File: config.mk
export PLATFORM = sky130hd
export DESIGN_NAME = qec_top
export DESIGN_NICKNAME = d
export VERILOG_FILES = /design/src/hdl/qec_pkg.sv /design/src/hdl/qec_top.sv
export SDC_FILE = /design/constraint.sdc
export NUM_CORES = 1
export LEC_CHECK = 0
export BUFFER_PORTS_ARGS = -buffer_cell sky130_fd_sc_hd__buf_4
export CORE_UTILIZATION = 54
export DETAILED_ROUTE_END_ITERATION = 12
export PLACE_DENSITY_LB_ADDON = 0.25
export SLEW_MARGIN = 20
export SYNTH_ARGS = -nofsm -noshare
export SYNTH_HDL_FRONTEND = slang
export SYNTH_SLANG_ARGS = --single-unit
export TNS_END_PERCENT = 1
File: constraint.sdc
create_clock -name clk_i -period 4.6 [get_ports clk_i]
set_clock_uncertainty 0.15 [all_clocks]
set_input_delay 0.23 -clock clk_i [delete_from_list [all_inputs] [get_ports clk_i]]
set_output_delay 0.23 -clock clk_i [all_outputs]
set_load 0.05 [all_outputs]
File: src/hdl/qec_pkg.sv
// Constants, field layouts and carriers for the quadrature encoder counter.
// Assumes a 32-bit classic Wishbone register bus with byte addressing.
package qec_pkg;

	// ----------------------------------------
	// Register byte offsets
	// ----------------------------------------
	localparam logic [3:0] QEC_OFS_CONTROL = 4'h0;
	localparam logic [3:0] QEC_OFS_FILTER = 4'h4;
	localparam logic [3:0] QEC_OFS_POSITION = 4'h8;
	localparam logic [3:0] QEC_OFS_MAXIMUM = 4'hC;
	localparam logic [3:0] QEC_OFS_IRQ = 4'h0;

	// ----------------------------------------
	// Control register fields
	// ----------------------------------------
	localparam int QEC_CTL_ERR_BIT = 15;
	localparam int QEC_CTL_DIR_BIT = 11;
	localparam int QEC_CTL_MODE_LSB = 8;
	localparam int QEC_CTL_PRES_BIT = 2;

	// ----------------------------------------
	// Filter control register fields
	// ----------------------------------------
	localparam int QEC_FLT_COUNT_ERROR_IRQ_DISABLE_BIT = 8;
	localparam int QEC_FLT_OUTEN_BIT = 7;
	localparam int QEC_FLT_DIV_LSB = 4;
	localparam int QEC_FLT_IMV_LSB = 0;

	// ----------------------------------------
	// Interrupt flag register (offset 0x10)
	// ----------------------------------------
	localparam logic [4:0] QEC_OFS_IRQFLAG = 5'h10;
	localparam int QEC_IRQ_FLAG_BIT = 0;

	// ----------------------------------------
	// Modes and reset values
	// ----------------------------------------
	localparam logic [2:0] QEC_MODE_X2_INDEX = 3'h4;
	localparam logic [2:0] QEC_MODE_X2_MATCH = 3'h5;
	localparam logic [2:0] QEC_MODE_X4_INDEX = 3'h6;
	localparam logic [2:0] QEC_MODE_X4_MATCH = 3'h7;
	localparam logic [15:0] QEC_POS_RESET = 16'h0000;
	localparam logic [15:0] QEC_MAX_RESET = 16'hFFFF;
	localparam logic [15:0] QEC_ALL_ONES = 16'hFFFF;
	localparam logic [2:0] QEC_FILT_STABLE = 3'h3;

	// ----------------------------------------
	// Carriers
	// ----------------------------------------
	typedef struct packed {
		logic phase_a;
		logic phase_b;
		logic index;
	} qec_chan_s;

	typedef struct packed {
		logic count_error_flag;
		logic [2:0] encoder_mode_field;
		logic position_reset_enable;
		logic count_error_irq_disable;
		logic filter_output_enable;
		logic [2:0] filter_clock_divide;
		logic [1:0] index_match_value;
	} qec_cfg_s;

	typedef struct packed {
		qec_cfg_s cfg;
		logic [15:0] position_count;
		logic [15:0] maximum_count;
		logic encoder_irq_flag;
		logic count_direction;
		qec_chan_s last;
		qec_chan_s filt;
		logic [5:0] [1:0] stab;
		logic [7:0] div_cnt;
		logic [31:0] rdata;
		logic ack;
	} qec_state_s;

endpackage : qec_pkg

File: src/hdl/qec_top.sv
// Quadrature encoder counter with noise filters and a Wishbone slave.
// Assumes encoder inputs already synchronous to clk_i; one clock domain.
`timescale 1ns/10ps

module qec_top (
	// Clock, reset, enable
	input wire logic clk_i,
	input wire logic rst_i,
	input wire logic ce_i,
	// Wishbone slave
	input wire logic wb_cyc_i,
	input wire logic wb_stb_i,
	input wire logic wb_we_i,
	input wire logic [4:0] wb_adr_i,
	input wire logic [3:0] wb_sel_i,
	input wire logic [31:0] wb_dat_i,
	output logic [31:0] wb_dat_o,
	output logic wb_ack_o,
	// Encoder pins
	input wire qec_pkg::qec_chan_s enc_i,
	// Status pins
	output logic count_direction_o,
	output logic encoder_irq_flag_o
);
	import qec_pkg::*;

	// ----------------------------------------
	// State
	// ----------------------------------------
	qec_state_s st_ff;
	qec_state_s nxt_st;

	logic filt_tick;
	logic [7:0] div_len;
	qec_chan_s eff;
	qec_chan_s raw;
	logic edge_a;
	logic edge_b;
	logic dir;
	logic count_pulse;
	logic x4_mode;
	logic index_mode;
	logic index_match;
	logic index_rise;
	logic [15:0] pos;
	logic evt;
	logic err_set;
	logic wr;
	logic [31:0] wdata;

	assign raw = enc_i;

	// ----------------------------------------
	// Combinational next state
	// ----------------------------------------
	always_comb begin
		nxt_st = st_ff;
		evt = 1'b0;
		err_set = 1'b0;
		// Divide by 2^field; a free-running prescaler keeps this cheap
		div_len = 8'h01 << st_ff.cfg.filter_clock_divide;
		filt_tick = (st_ff.div_cnt >= div_len - 8'h01);
		if (filt_tick) begin
			nxt_st.div_cnt = 8'h00;
		end else begin
			nxt_st.div_cnt = st_ff.div_cnt + 8'h01;
		end
		// Three-sample filter per channel, shared generate-free via packed arrays
		for (int i = 0; i < 3; i++) begin
			if (filt_tick) begin
				nxt_st.stab[i] = (raw[i] == st_ff.stab[i+3][0]) ?
					((st_ff.stab[i] == QEC_FILT_STABLE[1:0]) ? st_ff.stab[i] :
					st_ff.stab[i] + 2'h1) : 2'h1;
				nxt_st.stab[i+3] = {1'b0, raw[i]};
				if (raw[i] == st_ff.stab[i+3][0] &&
					st_ff.stab[i] == 2'h2) begin
					nxt_st.filt[i] = raw[i];
				end
			end
		end
		eff = st_ff.cfg.filter_output_enable ? st_ff.filt : raw;
		x4_mode = st_ff.cfg.encoder_mode_field[1];
		index_mode = (st_ff.cfg.encoder_mode_field == QEC_MODE_X2_INDEX) ||
			(st_ff.cfg.encoder_mode_field == QEC_MODE_X4_INDEX);
		edge_a = eff.phase_a ^ st_ff.last.phase_a;
		edge_b = eff.phase_b ^ st_ff.last.phase_b;
		// Forward when A leads B
		dir = st_ff.count_direction;
		if (edge_a) begin
			dir = eff.phase_a ^ eff.phase_b;
		end else if (edge_b) begin
			dir = ~(eff.phase_a ^ eff.phase_b);
		end
		count_pulse = st_ff.cfg.encoder_mode_field[2] &&
			(x4_mode ? (edge_a | edge_b) : edge_a);
		if (x4_mode) begin
			index_match = (eff.phase_b == st_ff.cfg.index_match_value[1]) &&
				(eff.phase_a == st_ff.cfg.index_match_value[0]);
		end else begin
			index_match = (st_ff.cfg.index_match_value[1] ? eff.phase_b : eff.phase_a)
				== st_ff.cfg.index_match_value[0];
		end
		index_rise = eff.index && !st_ff.last.index && index_match;
		nxt_st.last = eff;
		if (count_pulse) begin
			nxt_st.count_direction = dir;
		end
		pos = st_ff.position_count;
		if (count_pulse) begin
			if (!index_mode && dir && pos == st_ff.maximum_count) begin
				pos = QEC_POS_RESET;
				evt = 1'b1;
			end else if (!index_mode && !dir && pos == QEC_POS_RESET) begin
				pos = st_ff.maximum_count;
				evt = 1'b1;
			end else begin
				pos = dir ? pos + 16'h0001 : pos - 16'h0001;
			end
			if (index_mode && (pos == QEC_ALL_ONES ||
				pos == st_ff.maximum_count + 16'h0001)) begin
				nxt_st.cfg.count_error_flag = 1'b1;
				err_set = 1'b1;
				if (!st_ff.cfg.count_error_irq_disable) begin
					evt = 1'b1;
				end
			end
		end
		if (index_mode && index_rise) begin
			evt = 1'b1;
			if (st_ff.cfg.position_reset_enable) begin
				pos = QEC_POS_RESET;
			end
		end
		nxt_st.position_count = pos;
		// Bus slave, one wait state; writes land at the acknowledging edge
		wdata = wb_dat_i;
		wr = wb_cyc_i && wb_stb_i && wb_we_i && !st_ff.ack;
		nxt_st.ack = wb_cyc_i && wb_stb_i && !st_ff.ack;
		nxt_st.rdata = 32'h0000_0000;
		unique case (wb_adr_i)
			{1'b0, QEC_OFS_CONTROL}: begin
				nxt_st.rdata[QEC_CTL_ERR_BIT] = st_ff.cfg.count_error_flag;
				nxt_st.rdata[QEC_CTL_DIR_BIT] = st_ff.count_direction;
				nxt_st.rdata[QEC_CTL_MODE_LSB +: 3] = st_ff.cfg.encoder_mode_field;
				nxt_st.rdata[QEC_CTL_PRES_BIT] = st_ff.cfg.position_reset_enable;
				if (wr && wb_sel_i[1]) begin
					// Hardware set wins over a clear in the same cycle
					nxt_st.cfg.count_error_flag = wdata[QEC_CTL_ERR_BIT] | err_set;
					nxt_st.cfg.encoder_mode_field = wdata[QEC_CTL_MODE_LSB +: 3];
				end
				if (wr && wb_sel_i[0]) begin
					nxt_st.cfg.position_reset_enable = wdata[QEC_CTL_PRES_BIT];
				end
			end
			{1'b0, QEC_OFS_FILTER}: begin
				nxt_st.rdata[QEC_FLT_COUNT_ERROR_IRQ_DISABLE_BIT] = st_ff.cfg.count_error_irq_disable;
				nxt_st.rdata[QEC_FLT_OUTEN_BIT] = st_ff.cfg.filter_output_enable;
				nxt_st.rdata[QEC_FLT_DIV_LSB +: 3] = st_ff.cfg.filter_clock_divide;
				nxt_st.rdata[QEC_FLT_IMV_LSB +: 2] = st_ff.cfg.index_match_value;
				if (wr && wb_sel_i[1]) begin
					nxt_st.cfg.count_error_irq_disable = wdata[QEC_FLT_COUNT_ERROR_IRQ_DISABLE_BIT];
				end
				if (wr && wb_sel_i[0]) begin
					nxt_st.cfg.filter_output_enable = wdata[QEC_FLT_OUTEN_BIT];
					nxt_st.cfg.filter_clock_divide = wdata[QEC_FLT_DIV_LSB +: 3];
					nxt_st.cfg.index_match_value = wdata[QEC_FLT_IMV_LSB +: 2];
				end
			end
			{1'b0, QEC_OFS_POSITION}: begin
				nxt_st.rdata[15:0] = st_ff.position_count;
				if (wr && wb_sel_i[0]) begin
					nxt_st.position_count[7:0] = wdata[7:0];
				end
				if (wr && wb_sel_i[1]) begin
					nxt_st.position_count[15:8] = wdata[15:8];
				end
			end
			{1'b0, QEC_OFS_MAXIMUM}: begin
				nxt_st.rdata[15:0] = st_ff.maximum_count;
				if (wr && wb_sel_i[0]) begin
					nxt_st.maximum_count[7:0] = wdata[7:0];
				end
				if (wr && wb_sel_i[1]) begin
					nxt_st.maximum_count[15:8] = wdata[15:8];
				end
			end
			QEC_OFS_IRQFLAG: begin
				nxt_st.rdata[QEC_IRQ_FLAG_BIT] = st_ff.encoder_irq_flag;
				if (wr && wb_sel_i[0] && !wdata[QEC_IRQ_FLAG_BIT]) begin
					nxt_st.encoder_irq_flag = 1'b0;
				end
			end
			default: begin
				nxt_st.rdata = 32'h0000_0000;
			end
		endcase
		if (evt) begin
			nxt_st.encoder_irq_flag = 1'b1;
		end
	end

	// ----------------------------------------
	// Registers
	// ----------------------------------------
	always_ff @(posedge clk_i) begin
		if (rst_i) begin
			st_ff <= '0;
			st_ff.maximum_count <= QEC_MAX_RESET;
			st_ff.stab <= '0;
		end else if (ce_i) begin
			st_ff <= nxt_st;
		end
	end

	assign wb_dat_o = st_ff.rdata;
	assign wb_ack_o = st_ff.ack;
	assign count_direction_o = st_ff.count_direction;
	assign encoder_irq_flag_o = st_ff.encoder_irq_flag;

endmodule // qec_top

==> results of run 1 <==
## worst max-delay path, stage by stage, from the launching register on
cell	delay, ns
dfxtp_4	0.39
mux2i_4	0.24
mux2_4	0.33
buf_4	0.16
and3_1	0.23
a211oi_1	0.61
nor3_1	0.16
buf_4	0.20
o32ai_1	0.60
nor3_1	0.11
nor4bb_1	0.29
nand4b_1	0.21
o41ai_4	0.45
a31o_2	0.20
## area by class of cell
class	instances	area (um^2)	share of cell area (%)
clock inverters	4	55.1	0.662
flip-flops and latches	86	1730	20.8
well taps	176	220	2.65
clock buffers	12	256	3.08
inverters	27	101	1.22
multi-input cells	775	5030	60.4
repair buffers	119	933	11.2
## logic make-up (layout without fill, tap and decap cells)
family,Yosys count,count (layout),share of synthesized area (%)
xor+xnor,59,59,7.21
flops,86,86,23.7
compound gates,258,258,24.9
other cells,2,17,0.103
simple gates,386,386,26.3
mux,38,38,6.07
fa+ha+maj,17,17,2.92
buf+inv,134,162,8.86
## registers in the layout, indices dropped and copies added (netlist names)
register / count
count_direction_o: 1
wb_dat_o: 16
st_ff: 67
wb_ack_o: 1
encoder_irq_flag_o: 1
## synth_stat cells (all sizes together) (15+ instances only)
cell | instances | share of area (%)
a211o | 19 | 2.3
a211oi | 15 | 1.5
a21o | 17 | 1.8
a21oi | 52 | 3.7
a221oi | 18 | 2.2
a22oi | 16 | 1.7
buf | 46 | 4.3
clkbuf | 61 | 3.1
dfxtp | 86 | 24
ha | 17 | 2.9
inv | 26 | 1.3
mux2i | 23 | 3.4
nand2 | 73 | 3.8
nand3 | 29 | 2.0
nand4 | 20 | 1.7
nor2 | 125 | 6.6
nor2b | 20 | 1.7
nor3 | 38 | 2.6
nor4 | 17 | 1.5
o21ai | 47 | 3.2
xnor2 | 42 | 5.1
xor2 | 17 | 2.1
## worst paths after layout
| path | cells past startpoint | slack, ns | endpoint | startpoint |
|---|---|---|---|---|
| max reg2reg | 13 | 0.21 | encoder_irq_flag_o | st_ff[98] |
| min reg2reg | 2 | 0.32 | wb_dat_o[8] | wb_dat_o[8] |
| max | 13 | 0.21 | encoder_irq_flag_o | st_ff[98] |
| min | 3 | 0.09 | st_ff[53] | enc_i[0] |
## power by group through the flow
stage	Sequential (mW)	Clock [mW]	Combinational, mW
finish	0.796	0.760	0.723
global route	0.797	0.796	0.777
CTS	0.794	0.767	0.699
detailed placement	0.811	0	0.681
global placement	0.810	0	0.677
floorplan	0.795	0	0.493
## repair_timing
item,in CTS,in global routing
endpoints found under the setup margin,1,2
gates resized for setup,2,5
hold buffers,16,0
hold endpoints to repair,21,0
pin swaps,0,3
## metal layers
metal / GRT usage, % / part of all wire [%] / wire length (um)
met1: 47.1 / 41 / 9820
met2: 53.5 / 45 / 10600
met3: 7.22 / 11 / 2610
met4: 14.2 / 3.1 / 739
met5: 0 / 0 / 0
==> metrics, run 1 <==
Antenna diodes 0; Post-Synthesis Cells between 900 and 1000; Leak Pwr 3.15 nW; clk root buf clkbuf_16; Die Y ~120 um; RSZ-0062 raised after global routing no; measured slew at the worst slew-check pin between 1 and 1.5 ns; Comb pwr share about a third; H-Tree Depth 3; CP max FO 7; #FFs+latches synth between 80 and 90; Worst-path clk slew 0.06 ns; yosys warns 0; finished layout cell area 0.00832 mm^2; CP Data Required Time between 4 and 5 ns; Crit Path Class reg -> reg; CTS Sinks 86; setup violators final 0; top_reg_cell synth dfxtp_1; Rows 42; cts bufs inserted 9; setup bufs post-CTS 0; largest net degree at the start of global routing 82; Sw Ratio 34.3%; worst-case clock buffer depth 2; status completed; most common cell after layout, fill and taps aside nor2_1; Switching Power just under 800 uW; IO buf count 50; Mapped Area 0.00727 mm^2; ratio of cells with drive above 1 in the final layout roughly 16%; Startpoint Class flop; wire per inst 19.8 um; Std-Cell Core Area about 0.013 mm^2; gr usage total 34.7%; final setup TNS 0 ns; grt ovf 0; placed cell count 1167; # fillers about 1200; Die ar. ~0.014 mm^2; max_slew headroom 29.8%; Seq/Total Area, Yosys 23.7%; Peak VDD IR 226 uV; post-synth cell types 82; vias in the first global route 7222; vias per cell 6.45; gp weighted congestion 0.964; WHS 0.0864 ns; Clock Power Share 33.4%; DIE WIDTH 118 um; drt total wl roughly 24000 um; Final WS setup 0.210 ns; Cell Count, Final, Fillers Out 1199; Max Transition Viols Final 0; Area Growth Syn to Fin 14.4%; syn_area_per_cell 7.42 um^2; initial antenna violation count 0; Tmin final 4.39 ns; max cap viols 0; commonest cells after routing, fill and taps aside 122 x nor2_1, 103 x buf_4, 84 x dfxtp_1; Initial Utilization 55.2%; Detail Placement HPWL 17100 um; Power, Total 2.28 mW; achievable frequency 228 MHz; ys async rst share 0%; Ports 85; worst hold path class in -> reg; first-pass GRT wire length 38200 um; via count 7738; CTS tree built; Final Hold Fails 0; Power Density between 200 and 300 mW/mm^2; utilization after layout 63.1%; antenna-violating nets left 0; Residual DRC 0; clock latency on the worst-skew pair 0.35 ns; crit path capture type flop; final period utilization 95.4%; EDFF count, synth 0; Internal Dissipation 1.50 mW; CP Data Arrival Time 4.54 ns; pre-CTS setup slack 0.0445 ns; share of total power in sequential cells 34.9%; Nets 1085; DR iter-0 viols 1145; DP Area 0.00781 mm^2; 1st-pass router iterations 5
Note: power is estimated with default switching activity, not from simulation.
==> run 2, diff against run 1 <==
CTS_BUF_LIST = sky130_fd_sc_hd__clkbuf_16   (was unset)
==> metrics, run 2 (synthesized netlist as in run 1, its figures left out) <==
largest net degree at the start of global routing 82; gr usage total around a third; gp weighted congestion 0.964; max reg flops 67; most common cell after layout, fill and taps aside nor2_1; Ports 85; commonest cells after routing, fill and taps aside 122 x nor2_1, 103 x buf_4, 84 x dfxtp_1; status completed; CP max FO 5; setup bufs post-CTS 0; setup violators final 0; Nets 1085; Std-Cell Core Area between 0.01 and 0.015 mm^2; cts bufs inserted 9; Detail Placement HPWL 17100 um; DR iter-0 viols roughly 1000; Worst path most repeated cell buf_4; placed cell count 1167; Register Area roughly 0.0017 mm^2; wire per inst ~20 um; CP Data Arrival Time 4.52 ns; Startpoint Class flop; final period utilization between 90% and 100%; via count 7803; IO buf count 50; Antenna diodes 0; clk root buf clkbuf_16; Area Growth Syn to Fin 14.1%; 1st-pass router iterations 6; initial antenna violation count 0; worst-case clock buffer depth 2; slowest stage delay, CP 0.58 ns; # fillers 1181; Cell Count, Final, Fillers Out 1199; max cap viols 0; drt total wl 23800 um; worst hold path class in -> reg; Multi-input gate area 0.00503 mm^2; Die Y 118 um; achievable frequency 228 MHz; WHS 0.0919 ns; final setup TNS 0 ns; RSZ-0062 raised after global routing no; Max Transition Viols Final 0; DIE WIDTH 118 um; Final Hold Fails 0; ratio of cells with drive above 1 in the final layout 15.4%; register with the most flip-flops st_ff; vias per cell about 6.5; clock latency on the worst-skew pair 0.35 ns; grt ovf 0; slowest stage cell on the critical path or4_1; utilization after layout between 60 and 70%; Initial Utilization a little under three fifths; Crit Path Class reg -> reg; Power Density 270 mW/mm^2; Rows 42; CTS tree built; max_slew headroom approximately 29%; crit path capture type flop; Peak VDD IR 223 uV; CP Data Required Time 4.74 ns; Leak Pwr 3.15 nW; first-pass GRT wire length 38200 um; antenna-violating nets left 0; Tmin final 4.38 ns; H-Tree Depth 3; measured slew at the worst slew-check pin 1.06 ns; Residual DRC 0; vias in the first global route 7215; crit-path cells mux2i_4 -> mux2_4 -> and4_4 -> nor2_4 -> xnor2_1 -> ha_1 -> buf_4 -> a21oi_1 -> a21oi_2 -> nand3_1 -> or4_1 -> buf_4 -> or2_2 -> a31oi_1 -> nor3b_2 -> nand4b_1 -> o41ai_4 -> a31o_2; Die ar. 0.0139 mm^2; Worst-path clk slew 0.06 ns; CTS Sinks 86
run 2: cell count changes in the layout (fill, tap and decap cells not counted), sizes merged:
cell / delta
clkbuf: -3
inv: +1
clkinv: +2
run 2: report_power, final:
| part | switching (mW) | internal [mW] |
|---|---|---|
| clock network | 0.304 | 0.417 |
| registers | 0.0327 | 0.764 |
| logic | 0.443 | 0.281 |
| total | 0.780 | 1.46 |
run 2: worst max-delay path, delay by kind of cell (launching register included):
kind / cells / cell delay (ns)
and+or+nand+nor: 7 / 1.71
adders and majority gates: 1 / 0.19
AOI/OAI and AO/OA: 5 / 0.87
muxes: 2 / 0.58
buffers and inverters: 2 / 0.32
xor gates and xnor gates: 1 / 0.12
DFF: 1 / 0.39
run 2: worst paths after layout:
| check | from | endpoint | slack, ns | cells past startpoint |
|---|---|---|---|---|
| worst max register to register | st_ff[98] | encoder_irq_flag_o | 0.22 | 18 |
| worst min register to register | wb_dat_o[8] | wb_dat_o[8] | 0.32 | 2 |
| worst min-delay path | enc_i[0] | st_ff[53] | 0.09 | 3 |
| worst max-delay path | st_ff[98] | encoder_irq_flag_o | 0.22 | 18 |
run 2: per-stage QoR:
stage | setup slack, ns | power (mW) | cell area, um^2
after detailed placement | 0.0445 | 1.49 | 7810
after global placement | 0.107 | 1.49 | 7810
after global routing | 0.00335 | 2.33 | 8300
final | 0.222 | 2.24 | 8300
after CTS | 0.0678 | 2.22 | 8270
after floorplan | 0.00345 | 1.29 | 7360
run 2: cell type report:
| class | instances | area share, % |
|---|---|---|
| multi-input cells | 775 | 60.6 |
| flip-flops and latches | 86 | 20.8 |
| repair buffers | 119 | 11.2 |
| well taps | 176 | 2.65 |
| inverters | 27 | 1.22 |
| clock buffers | 9 | 2.71 |
| clock inverters | 7 | 0.799 |
run 2: what timing repair did:
action,in CTS,in global routing
hold buffers,16,0
setup endpoints to repair,1,2
gates resized for setup,2,5
pin swaps,0,3
hold endpoints to repair,21,0
run 2: routing by layer:
metal	wire length, um	vias up	GRT usage [%]
li1	-	3610	-
met5	0	-	0
met3	2660	66	7.36
met4	689	0	13.7
met2	10600	494	53.5
met1	9810	3633	47.1
